$ cat config.mk
export PLATFORM = sky130hd
export DESIGN_NAME = auto_ack_control
export DESIGN_NICKNAME = d
export VERILOG_FILES = /design/src/design/auto_ack_pkg.sv /design/src/design/auto_ack_control.sv
export SDC_FILE = /design/constraint.sdc
export NUM_CORES = 1
export LEC_CHECK = 0
export ABC_AREA = 1
export BUFFER_PORTS_ARGS = -buffer_cell sky130_fd_sc_hd__buf_4
export CAP_MARGIN = 20
export CORE_MARGIN = 3
export CORE_UTILIZATION = 37
export CTS_BUF_LIST = sky130_fd_sc_hd__clkbuf_8
export CTS_CLUSTER_DIAMETER = 150
export DETAILED_ROUTE_END_ITERATION = 6
export SLEW_MARGIN = 10
export SYNTH_ARGS = -nofsm -noshare
export SYNTH_HDL_FRONTEND = slang
export SYNTH_SLANG_ARGS = --single-unit
$ cat constraint.sdc
create_clock -name clk_i -period 1.9 [get_ports clk_i]
set_input_delay 0.285 -clock clk_i [delete_from_list [all_inputs] [get_ports clk_i]]
set_output_delay 0.285 -clock clk_i [all_outputs]
set_load 0.02 [all_outputs]
$ cat src/design/auto_ack_pkg.sv
// Package for the automatic acknowledgement block: register indices, field
// positions, reset values, the radio-side carrier and the control state type.
// Assumes a 32-bit Wishbone register bus with one register per aligned word.
package auto_ack_pkg;

    // Register indices; the byte address of each is four times its index.
    localparam logic [7:0] IDX_TIMER_LOW = 8'h50;
    localparam logic [7:0] IDX_TIMER_HIGH = 8'h51;
    localparam logic [7:0] IDX_TIMER_CTRL = 8'h52;
    localparam logic [7:0] IDX_FRAME_LOW = 8'h53;
    localparam logic [7:0] IDX_FRAME_HIGH = 8'h54;
    localparam logic [7:0] IDX_AUTO_CTRL = 8'h55;
    localparam logic [7:0] IDX_REPLY_STATUS = 8'h70;

    // Reset values.
    localparam logic [7:0] RST_TIMER_LOW = 8'h08;
    localparam logic [7:0] RST_TIMER_HIGH = 8'h07;
    localparam logic [7:0] RST_TIMER_CTRL = 8'h00;
    localparam logic [7:0] RST_FRAME_LOW = 8'h02;
    localparam logic [7:0] RST_FRAME_HIGH = 8'h00;
    localparam logic [7:0] RST_AUTO_CTRL = 8'h00;

    // Bits of auto_reply_control.
    localparam int BIT_REPLY_STOP = 0;
    localparam int BIT_REPLY_SEND = 1;
    localparam int BIT_AUTO_REPLY = 4;
    localparam int BIT_AUTO_RX = 6;
    localparam int BIT_REPLY_CANCEL = 7;
    // Bit of the timer control register.
    localparam int BIT_TIMER_EN = 0;

    // Frame control field layout, low byte then high byte.
    localparam int FC_TYPE_LSB = 0;
    localparam int FC_TYPE_MSB = 2;
    localparam int FC_SECURITY = 3;
    localparam int FC_PENDING = 4;
    localparam int FC_ACK_REQ = 5;
    localparam int FC_PANID_COMP = 6;
    localparam int FC_DST_MODE_LSB = 10;
    localparam int FC_DST_MODE_MSB = 11;
    localparam int FC_VERSION_LSB = 12;
    localparam int FC_VERSION_MSB = 13;
    localparam int FC_SRC_MODE_LSB = 14;
    localparam int FC_SRC_MODE_MSB = 15;

    // Reply frame: 16 control bits, 8 sequence bits, 16 FCS bits.
    localparam logic [5:0] HDR_BITS = 6'h18;
    localparam logic [5:0] FRAME_BITS = 6'h28;
    localparam logic [15:0] FCS_POLY_REFL = 16'h8408;
    localparam logic [15:0] FCS_INIT = 16'h0000;

    // Status register fields.
    localparam int STS_STATE_LSB = 0;
    localparam int STS_PENDING = 2;
    localparam int STS_AWAIT = 3;
    localparam int STS_SENDING = 4;

    typedef enum logic [1:0] {
        ST_OFF,
        ST_RX_ON,
        ST_TX_ON,
        ST_SENDING
    } radio_state_t;

    // Events from the packet engine, all on clk_i.
    typedef struct packed {
        logic rx_done;
        logic rx_ack_req;
        logic rx_is_ack;
        logic [7:0] rx_seq;
        logic tx_done;
        logic tx_ack_req;
        logic goto_rx;
        logic goto_off;
        logic timer_tick;
    } radio_in_t;

    // Verdict on a received reply frame.
    typedef struct packed {
        logic keep;
        logic drop;
    } ack_verdict_t;

endpackage : auto_ack_pkg

$ cat src/design/auto_ack_control.sv
// Automatic acknowledgement controller: builds and serialises the reply frame,
// tracks the radio state around replies and filters received reply frames.
// Assumes a classic Wishbone master on clk_i and a packet engine on the same
// clock that reports packet events and drains reply bits by valid/ready.
//
// How it works
// [RULE1] Low and high frame control bytes form one field, sent LSB first.
// [RULE2] Field layout: type, security, pending, ack request, PAN compression, modes, version.
// [RULE3] Reply frame is register control, received sequence number, computed FCS.
// [RULE4] With auto reply, an ack-requesting reception prepares the reply in transmit-on.
// [RULE5] With auto receive, sending an ack-requesting packet enters receive-on at once.
// [RULE6] Writing one to the send command transmits the prepared reply.
// [RULE7] Stop command in transmit mode discards the reply; state stays transmit-on.
// [RULE8] Stop command in receive mode halts reception; state becomes transceiver-off.
// [RULE9] Host sets one command at a time; if both, stop wins.
// [RULE10] Host enables address filtering so reply frames can be detected.
// [RULE11] Cancel and auto receive set: accept only the first packet after request.
// [RULE12] Cancel set, auto receive clear: discard every received reply frame.
// [RULE13] Cancel clear: accept every received reply frame.
// [RULE14] Reply frame filtering ignores whether the address matched.
// [RULE15] With auto receive, host waits for status 0x66 before writing.
// [RULE16] With auto reply, host waits for status 0x99 before writing.
// [RULE17] With auto reply, host keeps the transmit alarm level at zero.
// [RULE18] Auto reply with timer enabled sends the reply when the timer expires.
// [RULE19] Send and stop commands are single shots and read back as zero.
//
// The Wishbone interface to the registers was left to the implementer.
`timescale 1ns/10ps

module auto_ack_control (
    // Clock and reset
    input wire logic clk_i,
    input wire logic rst_i,
    // Wishbone slave
    input wire logic cyc_i,
    input wire logic stb_i,
    input wire logic we_i,
    input wire logic [9:0] adr_i,
    input wire logic [3:0] sel_i,
    input wire logic [31:0] dat_i,
    output logic [31:0] dat_o,
    output logic ack_o,
    // Packet engine events
    input wire auto_ack_pkg::radio_in_t radio_i,
    // Reply bit stream
    output logic ack_bit_o,
    output logic ack_valid_o,
    input wire logic ack_ready_i,
    output logic ack_sent_o,
    // Radio state and reply filter verdict
    output auto_ack_pkg::radio_state_t radio_state_o,
    output auto_ack_pkg::ack_verdict_t verdict_o
);

    // Register file.
    logic [7:0] timer_low_q;
    logic [7:0] timer_high_q;
    logic [7:0] timer_ctrl_q;
    logic [7:0] frame_low_q;
    logic [7:0] frame_high_q;
    logic [7:0] auto_ctrl_q;
    logic [31:0] dat_q;
    logic ack_q;

    // Control state.
    auto_ack_pkg::radio_state_t state_q;
    logic pending_q;
    logic await_first_q;
    logic [7:0] seq_q;
    logic [15:0] timer_q;
    logic [23:0] shift_q;
    logic [15:0] fcs_q;
    logic [5:0] count_q;
    logic sent_q;
    auto_ack_pkg::ack_verdict_t verdict_q;

    // Bus decode.
    logic wb_fire;
    logic wr;
    logic cmd_send;
    logic cmd_stop;

    // Settings fields.
    logic auto_reply;
    logic auto_rx;
    logic cancel;
    logic timer_en;

    // Reply start and abort.
    logic start_auto;
    logic start_send;
    logic stop_tx;
    logic stop_rx;

    // Radio events.
    logic capture;
    logic tx_then_rx;

    // Serialiser.
    logic beat;
    logic last_beat;
    logic in_header;
    logic fcs_fb;
    logic [15:0] fcs_shift;

    // True when the addressed word is the given register index.
    function automatic logic hit(input logic [9:0] adr, input logic [7:0] idx);
        hit = (adr[9:2] == idx);
    endfunction : hit

    // Bus: ack rises one cycle after the request and falls the next cycle.
    // Writes land on the edge where the master samples ack high.
    // The wait state lets dat_o leave straight from a flop.
    assign wb_fire = cyc_i & stb_i & ack_q;
    assign wr = wb_fire & we_i & sel_i[0];
    assign ack_o = ack_q;
    assign dat_o = dat_q;

    always_ff @(posedge clk_i) begin
        if (rst_i) begin
            ack_q <= 1'b0;
        end else begin
            ack_q <= cyc_i & stb_i & ~ack_q;
        end
    end

    always_ff @(posedge clk_i) begin
        if (rst_i) begin
            dat_q <= 32'h0000_0000;
        end else if (cyc_i & stb_i & ~ack_q) begin
            // Unmapped indices read as zero.
            dat_q <= 32'h0000_0000;
            if (hit(adr_i, auto_ack_pkg::IDX_TIMER_LOW)) begin
                dat_q[7:0] <= timer_low_q;
            end else if (hit(adr_i, auto_ack_pkg::IDX_TIMER_HIGH)) begin
                dat_q[7:0] <= timer_high_q;
            end else if (hit(adr_i, auto_ack_pkg::IDX_TIMER_CTRL)) begin
                dat_q[7:0] <= timer_ctrl_q;
            end else if (hit(adr_i, auto_ack_pkg::IDX_FRAME_LOW)) begin
                dat_q[7:0] <= frame_low_q;
            end else if (hit(adr_i, auto_ack_pkg::IDX_FRAME_HIGH)) begin
                dat_q[7:0] <= frame_high_q;
            end else if (hit(adr_i, auto_ack_pkg::IDX_AUTO_CTRL)) begin
                dat_q[7:0] <= auto_ctrl_q;
            end else if (hit(adr_i, auto_ack_pkg::IDX_REPLY_STATUS)) begin
                dat_q[auto_ack_pkg::STS_STATE_LSB +: 2] <= state_q;
                dat_q[auto_ack_pkg::STS_PENDING] <= pending_q;
                dat_q[auto_ack_pkg::STS_AWAIT] <= await_first_q;
                dat_q[auto_ack_pkg::STS_SENDING] <= (state_q == auto_ack_pkg::ST_SENDING);
            end
        end
    end

    // Stored settings. Command bits are never stored, so they read as zero.
    // Reserved bits keep what was written.
    always_ff @(posedge clk_i) begin
        if (rst_i) begin
            timer_low_q <= auto_ack_pkg::RST_TIMER_LOW;
            timer_high_q <= auto_ack_pkg::RST_TIMER_HIGH;
            timer_ctrl_q <= auto_ack_pkg::RST_TIMER_CTRL;
            frame_low_q <= auto_ack_pkg::RST_FRAME_LOW;
            frame_high_q <= auto_ack_pkg::RST_FRAME_HIGH;
            auto_ctrl_q <= auto_ack_pkg::RST_AUTO_CTRL;
        end else if (wr) begin
            if (hit(adr_i, auto_ack_pkg::IDX_TIMER_LOW)) begin
                timer_low_q <= dat_i[7:0];
            end
            if (hit(adr_i, auto_ack_pkg::IDX_TIMER_HIGH)) begin
                timer_high_q <= dat_i[7:0];
            end
            if (hit(adr_i, auto_ack_pkg::IDX_TIMER_CTRL)) begin
                timer_ctrl_q <= dat_i[7:0];
            end
            if (hit(adr_i, auto_ack_pkg::IDX_FRAME_LOW)) begin
                frame_low_q <= dat_i[7:0]; // [RULE2]
            end
            if (hit(adr_i, auto_ack_pkg::IDX_FRAME_HIGH)) begin
                frame_high_q <= dat_i[7:0]; // [RULE2]
            end
            if (hit(adr_i, auto_ack_pkg::IDX_AUTO_CTRL)) begin
                auto_ctrl_q <= dat_i[7:0] & 8'hFC; // [RULE19]
            end
        end
    end

    // Commands act in the cycle of the write; stop takes priority over send.
    // Without a pending reply send does nothing; stop still halts reception in receive-on.
    assign cmd_stop = wr & hit(adr_i, auto_ack_pkg::IDX_AUTO_CTRL)
                      & dat_i[auto_ack_pkg::BIT_REPLY_STOP]; // [RULE19]
    assign cmd_send = wr & hit(adr_i, auto_ack_pkg::IDX_AUTO_CTRL)
                      & dat_i[auto_ack_pkg::BIT_REPLY_SEND] & ~cmd_stop; // [RULE9]

    assign auto_reply = auto_ctrl_q[auto_ack_pkg::BIT_AUTO_REPLY];
    assign auto_rx = auto_ctrl_q[auto_ack_pkg::BIT_AUTO_RX];
    assign cancel = auto_ctrl_q[auto_ack_pkg::BIT_REPLY_CANCEL];
    assign timer_en = timer_ctrl_q[auto_ack_pkg::BIT_TIMER_EN];

    // An ack-requesting reception while listening prepares a reply.
    assign capture = (state_q == auto_ack_pkg::ST_RX_ON) & radio_i.rx_done
                     & radio_i.rx_ack_req & ~radio_i.rx_is_ack & auto_reply; // [RULE4]
    assign tx_then_rx = radio_i.tx_done & radio_i.tx_ack_req & auto_rx; // [RULE5]
    assign stop_tx = cmd_stop & (state_q == auto_ack_pkg::ST_TX_ON); // [RULE7]
    assign stop_rx = cmd_stop & (state_q == auto_ack_pkg::ST_RX_ON); // [RULE8]
    assign start_auto = auto_reply & timer_en & pending_q & (timer_q == 16'h0000)
                        & (state_q == auto_ack_pkg::ST_TX_ON); // [RULE18]
    assign start_send = pending_q & (state_q == auto_ack_pkg::ST_TX_ON) & ~cmd_stop
                        & (cmd_send | start_auto); // [RULE6]

    // Power-off and stop outrank a reception in the same cycle,
    // so a halted receiver never turns into a transmitter.
    always_ff @(posedge clk_i) begin
        if (rst_i) begin
            state_q <= auto_ack_pkg::ST_OFF;
        end else begin
            unique case (state_q)
                auto_ack_pkg::ST_OFF: begin
                    if (radio_i.goto_rx) begin
                        state_q <= auto_ack_pkg::ST_RX_ON;
                    end
                end
                auto_ack_pkg::ST_RX_ON: begin
                    if (radio_i.goto_off | stop_rx) begin
                        state_q <= auto_ack_pkg::ST_OFF; // [RULE8]
                    end else if (capture) begin
                        state_q <= auto_ack_pkg::ST_TX_ON; // [RULE4]
                    end
                end
                auto_ack_pkg::ST_TX_ON: begin
                    if (radio_i.goto_off) begin
                        state_q <= auto_ack_pkg::ST_OFF;
                    end else if (start_send) begin
                        state_q <= auto_ack_pkg::ST_SENDING;
                    end else if (tx_then_rx | radio_i.goto_rx) begin
                        state_q <= auto_ack_pkg::ST_RX_ON; // [RULE5]
                    end
                end
                auto_ack_pkg::ST_SENDING: begin
                    // Commands and events are ignored until the last bit is out.
                    if (last_beat) begin
                        state_q <= auto_ack_pkg::ST_TX_ON;
                    end
                end
            endcase
        end
    end

    // Pending reply and its sequence number.
    // Power-off drops the reply unless a reception captures one in the same cycle; that one stays pending.
    always_ff @(posedge clk_i) begin
        if (rst_i) begin
            pending_q <= 1'b0;
            seq_q <= 8'h00;
        end else if (capture) begin
            pending_q <= 1'b1;
            seq_q <= radio_i.rx_seq; // [RULE3]
        end else if (stop_tx | last_beat | radio_i.goto_off) begin
            pending_q <= 1'b0; // [RULE7]
        end
    end

    // Reply timer counts packet-engine ticks from the moment the reply is prepared.
    // A zero count with the timer enabled sends at once.
    always_ff @(posedge clk_i) begin
        if (rst_i) begin
            timer_q <= 16'h0000;
        end else if (capture) begin
            timer_q <= {timer_high_q, timer_low_q};
        end else if (radio_i.timer_tick & (timer_q != 16'h0000)) begin
            timer_q <= timer_q - 16'h0001; // [RULE18]
        end
    end

    // Serialiser: header bits LSB first, FCS computed on the fly and sent after.
    // The FCS register is shifted out itself; no second store.
    assign beat = (state_q == auto_ack_pkg::ST_SENDING) & ack_ready_i;
    assign last_beat = beat & (count_q == auto_ack_pkg::FRAME_BITS - 6'h1);
    assign in_header = (count_q < auto_ack_pkg::HDR_BITS);
    assign fcs_fb = shift_q[0] ^ fcs_q[0];
    assign fcs_shift = {1'b0, fcs_q[15:1]};
    assign ack_valid_o = (state_q == auto_ack_pkg::ST_SENDING);
    assign ack_bit_o = in_header ? shift_q[0] : fcs_q[0]; // [RULE1]
    assign ack_sent_o = sent_q;

    always_ff @(posedge clk_i) begin
        if (rst_i) begin
            shift_q <= 24'h00_0000;
            fcs_q <= auto_ack_pkg::FCS_INIT;
            count_q <= 6'h0;
        end else if (start_send) begin
            shift_q <= {seq_q, frame_high_q, frame_low_q}; // [RULE1] [RULE3]
            fcs_q <= auto_ack_pkg::FCS_INIT;
            count_q <= 6'h0;
        end else if (beat) begin
            count_q <= count_q + 6'h1;
            if (in_header) begin
                shift_q <= {1'b0, shift_q[23:1]};
                fcs_q <= fcs_fb ? (fcs_shift ^ auto_ack_pkg::FCS_POLY_REFL) : fcs_shift; // [RULE3]
            end else begin
                fcs_q <= fcs_shift;
            end
        end
    end

    always_ff @(posedge clk_i) begin
        if (rst_i) begin
            sent_q <= 1'b0;
        end else begin
            sent_q <= last_beat;
        end
    end

    // Reply frame filter; address match plays no part in the verdict.
    // Verdicts are one-cycle pulses.
    always_ff @(posedge clk_i) begin
        if (rst_i) begin
            await_first_q <= 1'b0;
        end else if (tx_then_rx) begin
            await_first_q <= 1'b1; // set wins over a same-cycle reception
        end else if (radio_i.rx_done) begin
            await_first_q <= 1'b0; // [RULE11]
        end
    end

    always_ff @(posedge clk_i) begin
        if (rst_i) begin
            verdict_q <= '0;
        end else begin
            verdict_q <= '0;
            if (radio_i.rx_done & radio_i.rx_is_ack) begin // [RULE14]
                if (!cancel) begin
                    verdict_q.keep <= 1'b1; // [RULE13]
                end else if (auto_rx & await_first_q) begin
                    verdict_q.keep <= 1'b1; // [RULE11]
                end else begin
                    verdict_q.drop <= 1'b1; // [RULE12]
                end
            end
        end
    end

    // State and verdict leave straight from their flops.
    assign verdict_o = verdict_q;
    assign radio_state_o = state_q;

endmodule : auto_ack_control

== Yosys cells after proc, flatten, opt, wreduce, memory -nomap -nowiden ==
Cells that the tools add are included.
Cells by class
  $add $sub $neg: 2
  order comparisons: 1
  equality and inequality tests: 15
  mux-type cells: 31
  bitwise logic cells: 41
  reductions and logical operators: 19
Operators by type and width (number)
  $mux W24: 3
  $mux W16: 4
  $eq A8 B7 Y1 const B: 7
  $mux W8: 5
  $and A1 B1 Y1: 29
  $logic_not A16 Y1: 1
  $reduce_bool A16 Y1: 1
  $sub A16 B1 Y16 const B: 1
  $mux W2: 7
  $reduce_and A2 Y1: 7
  $mux W5: 2
  $reduce_bool A2 Y1: 5
  $mux W1: 8
  $pmux W2 S4: 1
  $add A6 B1 Y6 const B: 1
  $eq A6 B6 Y1 const B: 1
  $lt A6 B5 Y1 const B: 1
  $not A1 Y1: 5
  $or A1 B1 Y1: 5
  $eq A2 B2 Y1 const B: 2
  $ne A4 B3 Y1 const B: 1
  $reduce_and A4 Y1: 1
  $reduce_or A2 Y1: 2
  $mux W3: 1
  8 further kinds: 8
Word-level totals
  register bits: 132
  output and inout bits: 40
  logic and storage cells: 128

== Longest topological paths before layout ==
  depth after elaboration: 13
  gate-level depth with buffers: 13
  depth with buffers taken out: 13

== Worst setup path after synthesis ==
No wires, ideal clock.
  path type: register to register
  start point: reg ack_q, in the netlist ack_o
  end point: reg shift_q[10]
  arrival time: 1.653 ns
  required time: 1.757 ns
  slack: 0.104 ns
  cell stages (with the launch flop): 11
  buffers on the path: 1
  clock period less this slack: 1.796 ns
  cells stage by stage: dfxtp_1 nand3_1 nor2_2 inv_1 nor2_2 nand2_2 nand2_4 nand2_8 buf_2 o21ai_1 a21oi_2
On the way
  cells in the longest elaborated chain, start to end: 11
  elaborated cells on any way between the ends: 15
Ends and longest elaborated chain
  start: declaration: line auto_ack_control.sv:63  | logic ack_q;
  start signal: assignment: line auto_ack_control.sv:123  | ack_q <= cyc_i & stb_i & ~ack_q;
  $and A1 B1 Y1 *: line auto_ack_control.sv:114  | assign wb_fire = cyc_i & stb_i & ack_q;
  $and A1 B1 Y1 * (2 in a row): line auto_ack_control.sv:115  | assign wr = wb_fire & we_i & sel_i[0];
  $and A1 B1 Y1 *: line auto_ack_control.sv:188, auto_ack_control.sv:190
  $and A1 B1 Y1: line auto_ack_control.sv:189  | & dat_i[auto_ack_pkg::BIT_REPLY_STOP];
  $not A1 Y1: line auto_ack_control.sv:191, auto_ack_control.sv:206
  $and A1 B1 Y1: line auto_ack_control.sv:191  | & dat_i[auto_ack_pkg::BIT_REPLY_SEND] & ~cmd_stop;
  $or A1 B1 Y1: line auto_ack_control.sv:207  | & (cmd_send | start_auto);
  $and A1 B1 Y1 *: line auto_ack_control.sv:207
  $reduce_bool A2 Y1 (no source line)
  $reduce_and A2 Y1 (no source line)
  end signal: assignment: line auto_ack_control.sv:290  | shift_q <= {seq_q, frame_high_q, frame_low_q};
  end signal: assignment: line auto_ack_control.sv:296  | shift_q <= {1'b0, shift_q[23:1]};
  end: declaration: line auto_ack_control.sv:71  | logic [23:0] shift_q;
Every way passes the cells marked *; elsewhere a longest branch is shown, timed or not.
A chain may end at the register's enable or synchronous reset.

== Worst setup path in the final report ==
  start point: reg timer_q[1]
  end point: reg shift_q[13]
On the way
  cells in the longest elaborated chain, start to end: 7
  elaborated cells on any way between the ends: 9
Ends and longest elaborated chain
  start: declaration: line auto_ack_control.sv:70  | logic [15:0] timer_q;
  start signal: assignment: line auto_ack_control.sv:267  | timer_q <= {timer_high_q, timer_low_q};
  start signal: assignment: line auto_ack_control.sv:269  | timer_q <= timer_q - 16'h0001;
  $logic_not A16 Y1 *: line auto_ack_control.sv:204  | assign start_auto = auto_reply & timer_en & pending_q & (timer_q == 16'h0000)
  $and A1 B1 Y1 *: line auto_ack_control.sv:204
  $and A1 B1 Y1 *: line auto_ack_control.sv:205  | & (state_q == auto_ack_pkg::ST_TX_ON);
  $or A1 B1 Y1 *: line auto_ack_control.sv:207
  $and A1 B1 Y1 *: line auto_ack_control.sv:207
  $reduce_bool A2 Y1 (no source line)
  $reduce_and A2 Y1 (no source line)
Marked as above.

==> out/qor.yml <==
placement:
  io_buffers: 54
  dp_slack_ns: -0.1509
  gp_congestion: 0.9186
  dp_hpwl_um: 11970
detailed_routing:
  drc_errors: 0
  wl_um: 16850
  dr.pass1.iters: 5
  first_iter_violations: 504
  ant_nets: 0
  vias: 5892
  vias_per_cell: 4.833
  routedWlPerCell_um: 13.82
clock_tree:
  htree_levels: 4
  ctsLongestPathBuffers: 2
  numCtsBuffers: 17
  clock-sinks: 132
  cts_tree: "yes"
  root_buffer: "clkbuf_8"
  clkSlewWorstSetupHoldPaths_ns: 0.08
  clk_latency_ns: 0.45
timing:
  finClkSkew_ns: 0.01320
  setup_slack_ns: 0.1674
  tns_ns: 0
  period_needed_ns: 1.733
  holdWs_ns: 0.09973
  setup_viol: 0
  maxSlewViolCount: 0
  fmax_mhz: 577.2
  final_hold_viol_count: 0
  fin_crit_sh_pct: 91.19
layout:
  mostFrequentLayoutCells: "nand2_1, dfxtp_1, buf_4"
  final_nets: 1058
  n_antenna_cell: 0
  utilization_pct: 46.18
  final_common_cell: "nand2_1"
  fillers: 1752
  syn_to_final_growth_pct: 21.18
  layout-drive-gt1-share_pct: 23.32
global_route:
  grt_pass1_wl_um: 26810
  grt_pass1_vias: 5257
  grt_usage_pct: 18.21
  overflow: 0
  grt_max_degree: 68
  antenna_found_initial: 0
setup_path:
  slowest_delay_ns: 0.33
  arrival_ns: 2.05
  cp-start-kind: "flip-flop"
  crit_chain: "inv_2, ha_4, nand4_1, nor3_2, nand2_1, nand2_4, buf_12, nand2_4, buf_4, o21ai_1, a21oi_2"
  path_common_cell: "nand2_4"
  crit_path_end_kind: "flip-flop"
  crit_required_ns: 2.22
  cp_slowest_cell: "dfxtp_2"
  setup.worst_path.class: "flip-flop to flip-flop"
  critPathTopFamily: "simple AND/OR/NAND/NOR gates"
  path_max_fanout: 4
  critPathBufInv: 3
  r2r_slack_ns: 0.17
floorplan:
  start_util_pct: 38.11
  io_pins: 108
  coreArea_um2: 16760
  fp.dieW_um: 137.4
  die_height_um: 137.4
  rows: 47
  dieArea_um2: 18880
synth:
  synth_area_um2: 6387
  synth-seq-cells: 132
  netlist_instances: 890
  synthTopCellsByArea: "dfxtp_1, nand2_1, a21oi_1"
  syn_avg_cell_area_um2: 7.177
  synth_seq_area_share_pct: 41.37
  synth_cell_types: 43
  synth_top_area_share_pct: 41.37
  yosysTopAreaCell: "dfxtp_1"
  yosys_warnings: 0
run:
  cap_violations: 0
power_and_ir_drop:
  power_density_nw_per_um2: 917.3
  ir_worst_vdd_uv: 677.3
  p_leak_uw: 0.003172
hold_path:
  hp-class: "input port to flip-flop"
run_status:
  status: "complete, no violations"
flip-flops by register name, indices dropped and copies added, names as in the netlist, 2 cells and up:
signal / count
count_q: 6
fcs_q: 16
radio_state_o: 2
timer_q: 16
seq_q: 8
verdict_o: 2
auto_ctrl_q: 6
timer_ctrl_q: 8
frame_high_q: 8
timer_low_q: 8
timer_high_q: 8
frame_low_q: 8
shift_q: 24
dat_o: 8
power by group:
group / leakage [uW] / total [uW] / internal, uW / switching, uW
Combinational: 0.00192 / 2070 / 916 / 1160
Clock: 0.000181 / 2030 / 939 / 1090
Sequential: 0.00107 / 2990 / 2900 / 95.5
what timing repair did:
item	in CTS	in global routing
buffers inserted	0	3
pin swaps	0	5
resized for setup	1	21
endpoints found under the setup margin	14	30
endpoints found under the hold margin	0	0
hold buffers	0	0
cloned	0	1
per-stage QoR:
stage / cell area, um^2 / instances / power [uW]
2_1_floorplan: 6474 / 913 / 4268
3_3_place_gp: 7300 / 1184 / 5052
3_5_place_dp: 7300 / 1184 / 5058
4_1_cts: 7632 / 1215 / 7089
5_1_grt: 7740 / 1219 / 7525
6_report: 7740 / 1219 / 7100
metal layers:
metal / vias to the layer above / track usage, % / routed length [um] / part of all wire [%]
met5: - / 0 / 0 / 0
met4: 0 / 5.266 / 240 / 1.4
met3: 17 / 4.127 / 767 / 4.6
met2: 132 / 28.58 / 7872 / 47
met1: 2699 / 25.06 / 7966 / 47
li1: 3044 / - / - / -
synthesized netlist by cell type:
cell       instances
xnor2_1            3
nor2_4             4
buf_6              2
conb_1             1
a21oi_1           92
inv_1             65
inv_4              1
a31oi_1            9
o21ai_1           20
o2111ai_1          1
and3_1             1
nand3_1           37
nor3_2             1
nor2_8             1
nand4_1           11
inv_2              6
clkbuf_1          17
or2_2              4
nand2_2           25
nand3_2            1
o22ai_1            8
a21boi_0           1
clkinv_1           3
nor2_2             7
xor2_1            10
o211ai_1           2
ha_1               3
o21ai_0           45
buf_4             25
nand2_8            1
o31ai_1            1
nand2_4            1
nor4_4             2
buf_2             11
buf_1              3
nor2_1            78
nand2_1          223
a21oi_2           20
o21bai_1           1
buf_8              2
dfxtp_1          132
nor3_1             8
nor3b_1            1
layout make-up:
class                   instances  area, um^2  share of cell area [%]
inverters                      75       286.5                   3.702
flip-flops and latches        132        2646                   34.19
multi-input cells             647        3246                   41.93
clock inverters                12       68.82                  0.8891
clock buffers                  19       261.5                   3.379
repair buffers                114       955.9                   12.35
well taps                     220       275.3                   3.556
path summary, 6_finish.rpt:
path | cells past startpoint | endpoint | start
setup reg to reg | 11 | shift_q[13] | timer_q[1]
hold / removal | 3 | seq_q[4] | radio_i[9]
setup / recovery | 11 | shift_q[13] | timer_q[1]
hold reg to reg | 2 | shift_q[1] | shift_q[1]
worst reg2reg max path: stages (launching register included):
cell and delay [ns]:
dfxtp_2 0.33, inv_2 0.07, ha_4 0.13, nand4_1 0.13
nor3_2 0.21, nand2_1 0.11, nand2_4 0.12, buf_12 0.11
nand2_4 0.06, buf_4 0.14, o21ai_1 0.14, a21oi_2 0.07
kinds of logic after synthesis:
| group | after synthesis | synth area share, % |
|---|---|---|
| simple gates | 406 | 28.52 |
| compound gates | 200 | 17.43 |
| buf+inv | 135 | 10.24 |
| flops | 132 | 41.37 |
| xor+xnor | 13 | 1.783 |
| fa+ha+maj | 3 | 0.5877 |
| other cells | 1 | 0.05871 |
No activity file was read; power rests on OpenSTA's default activity.
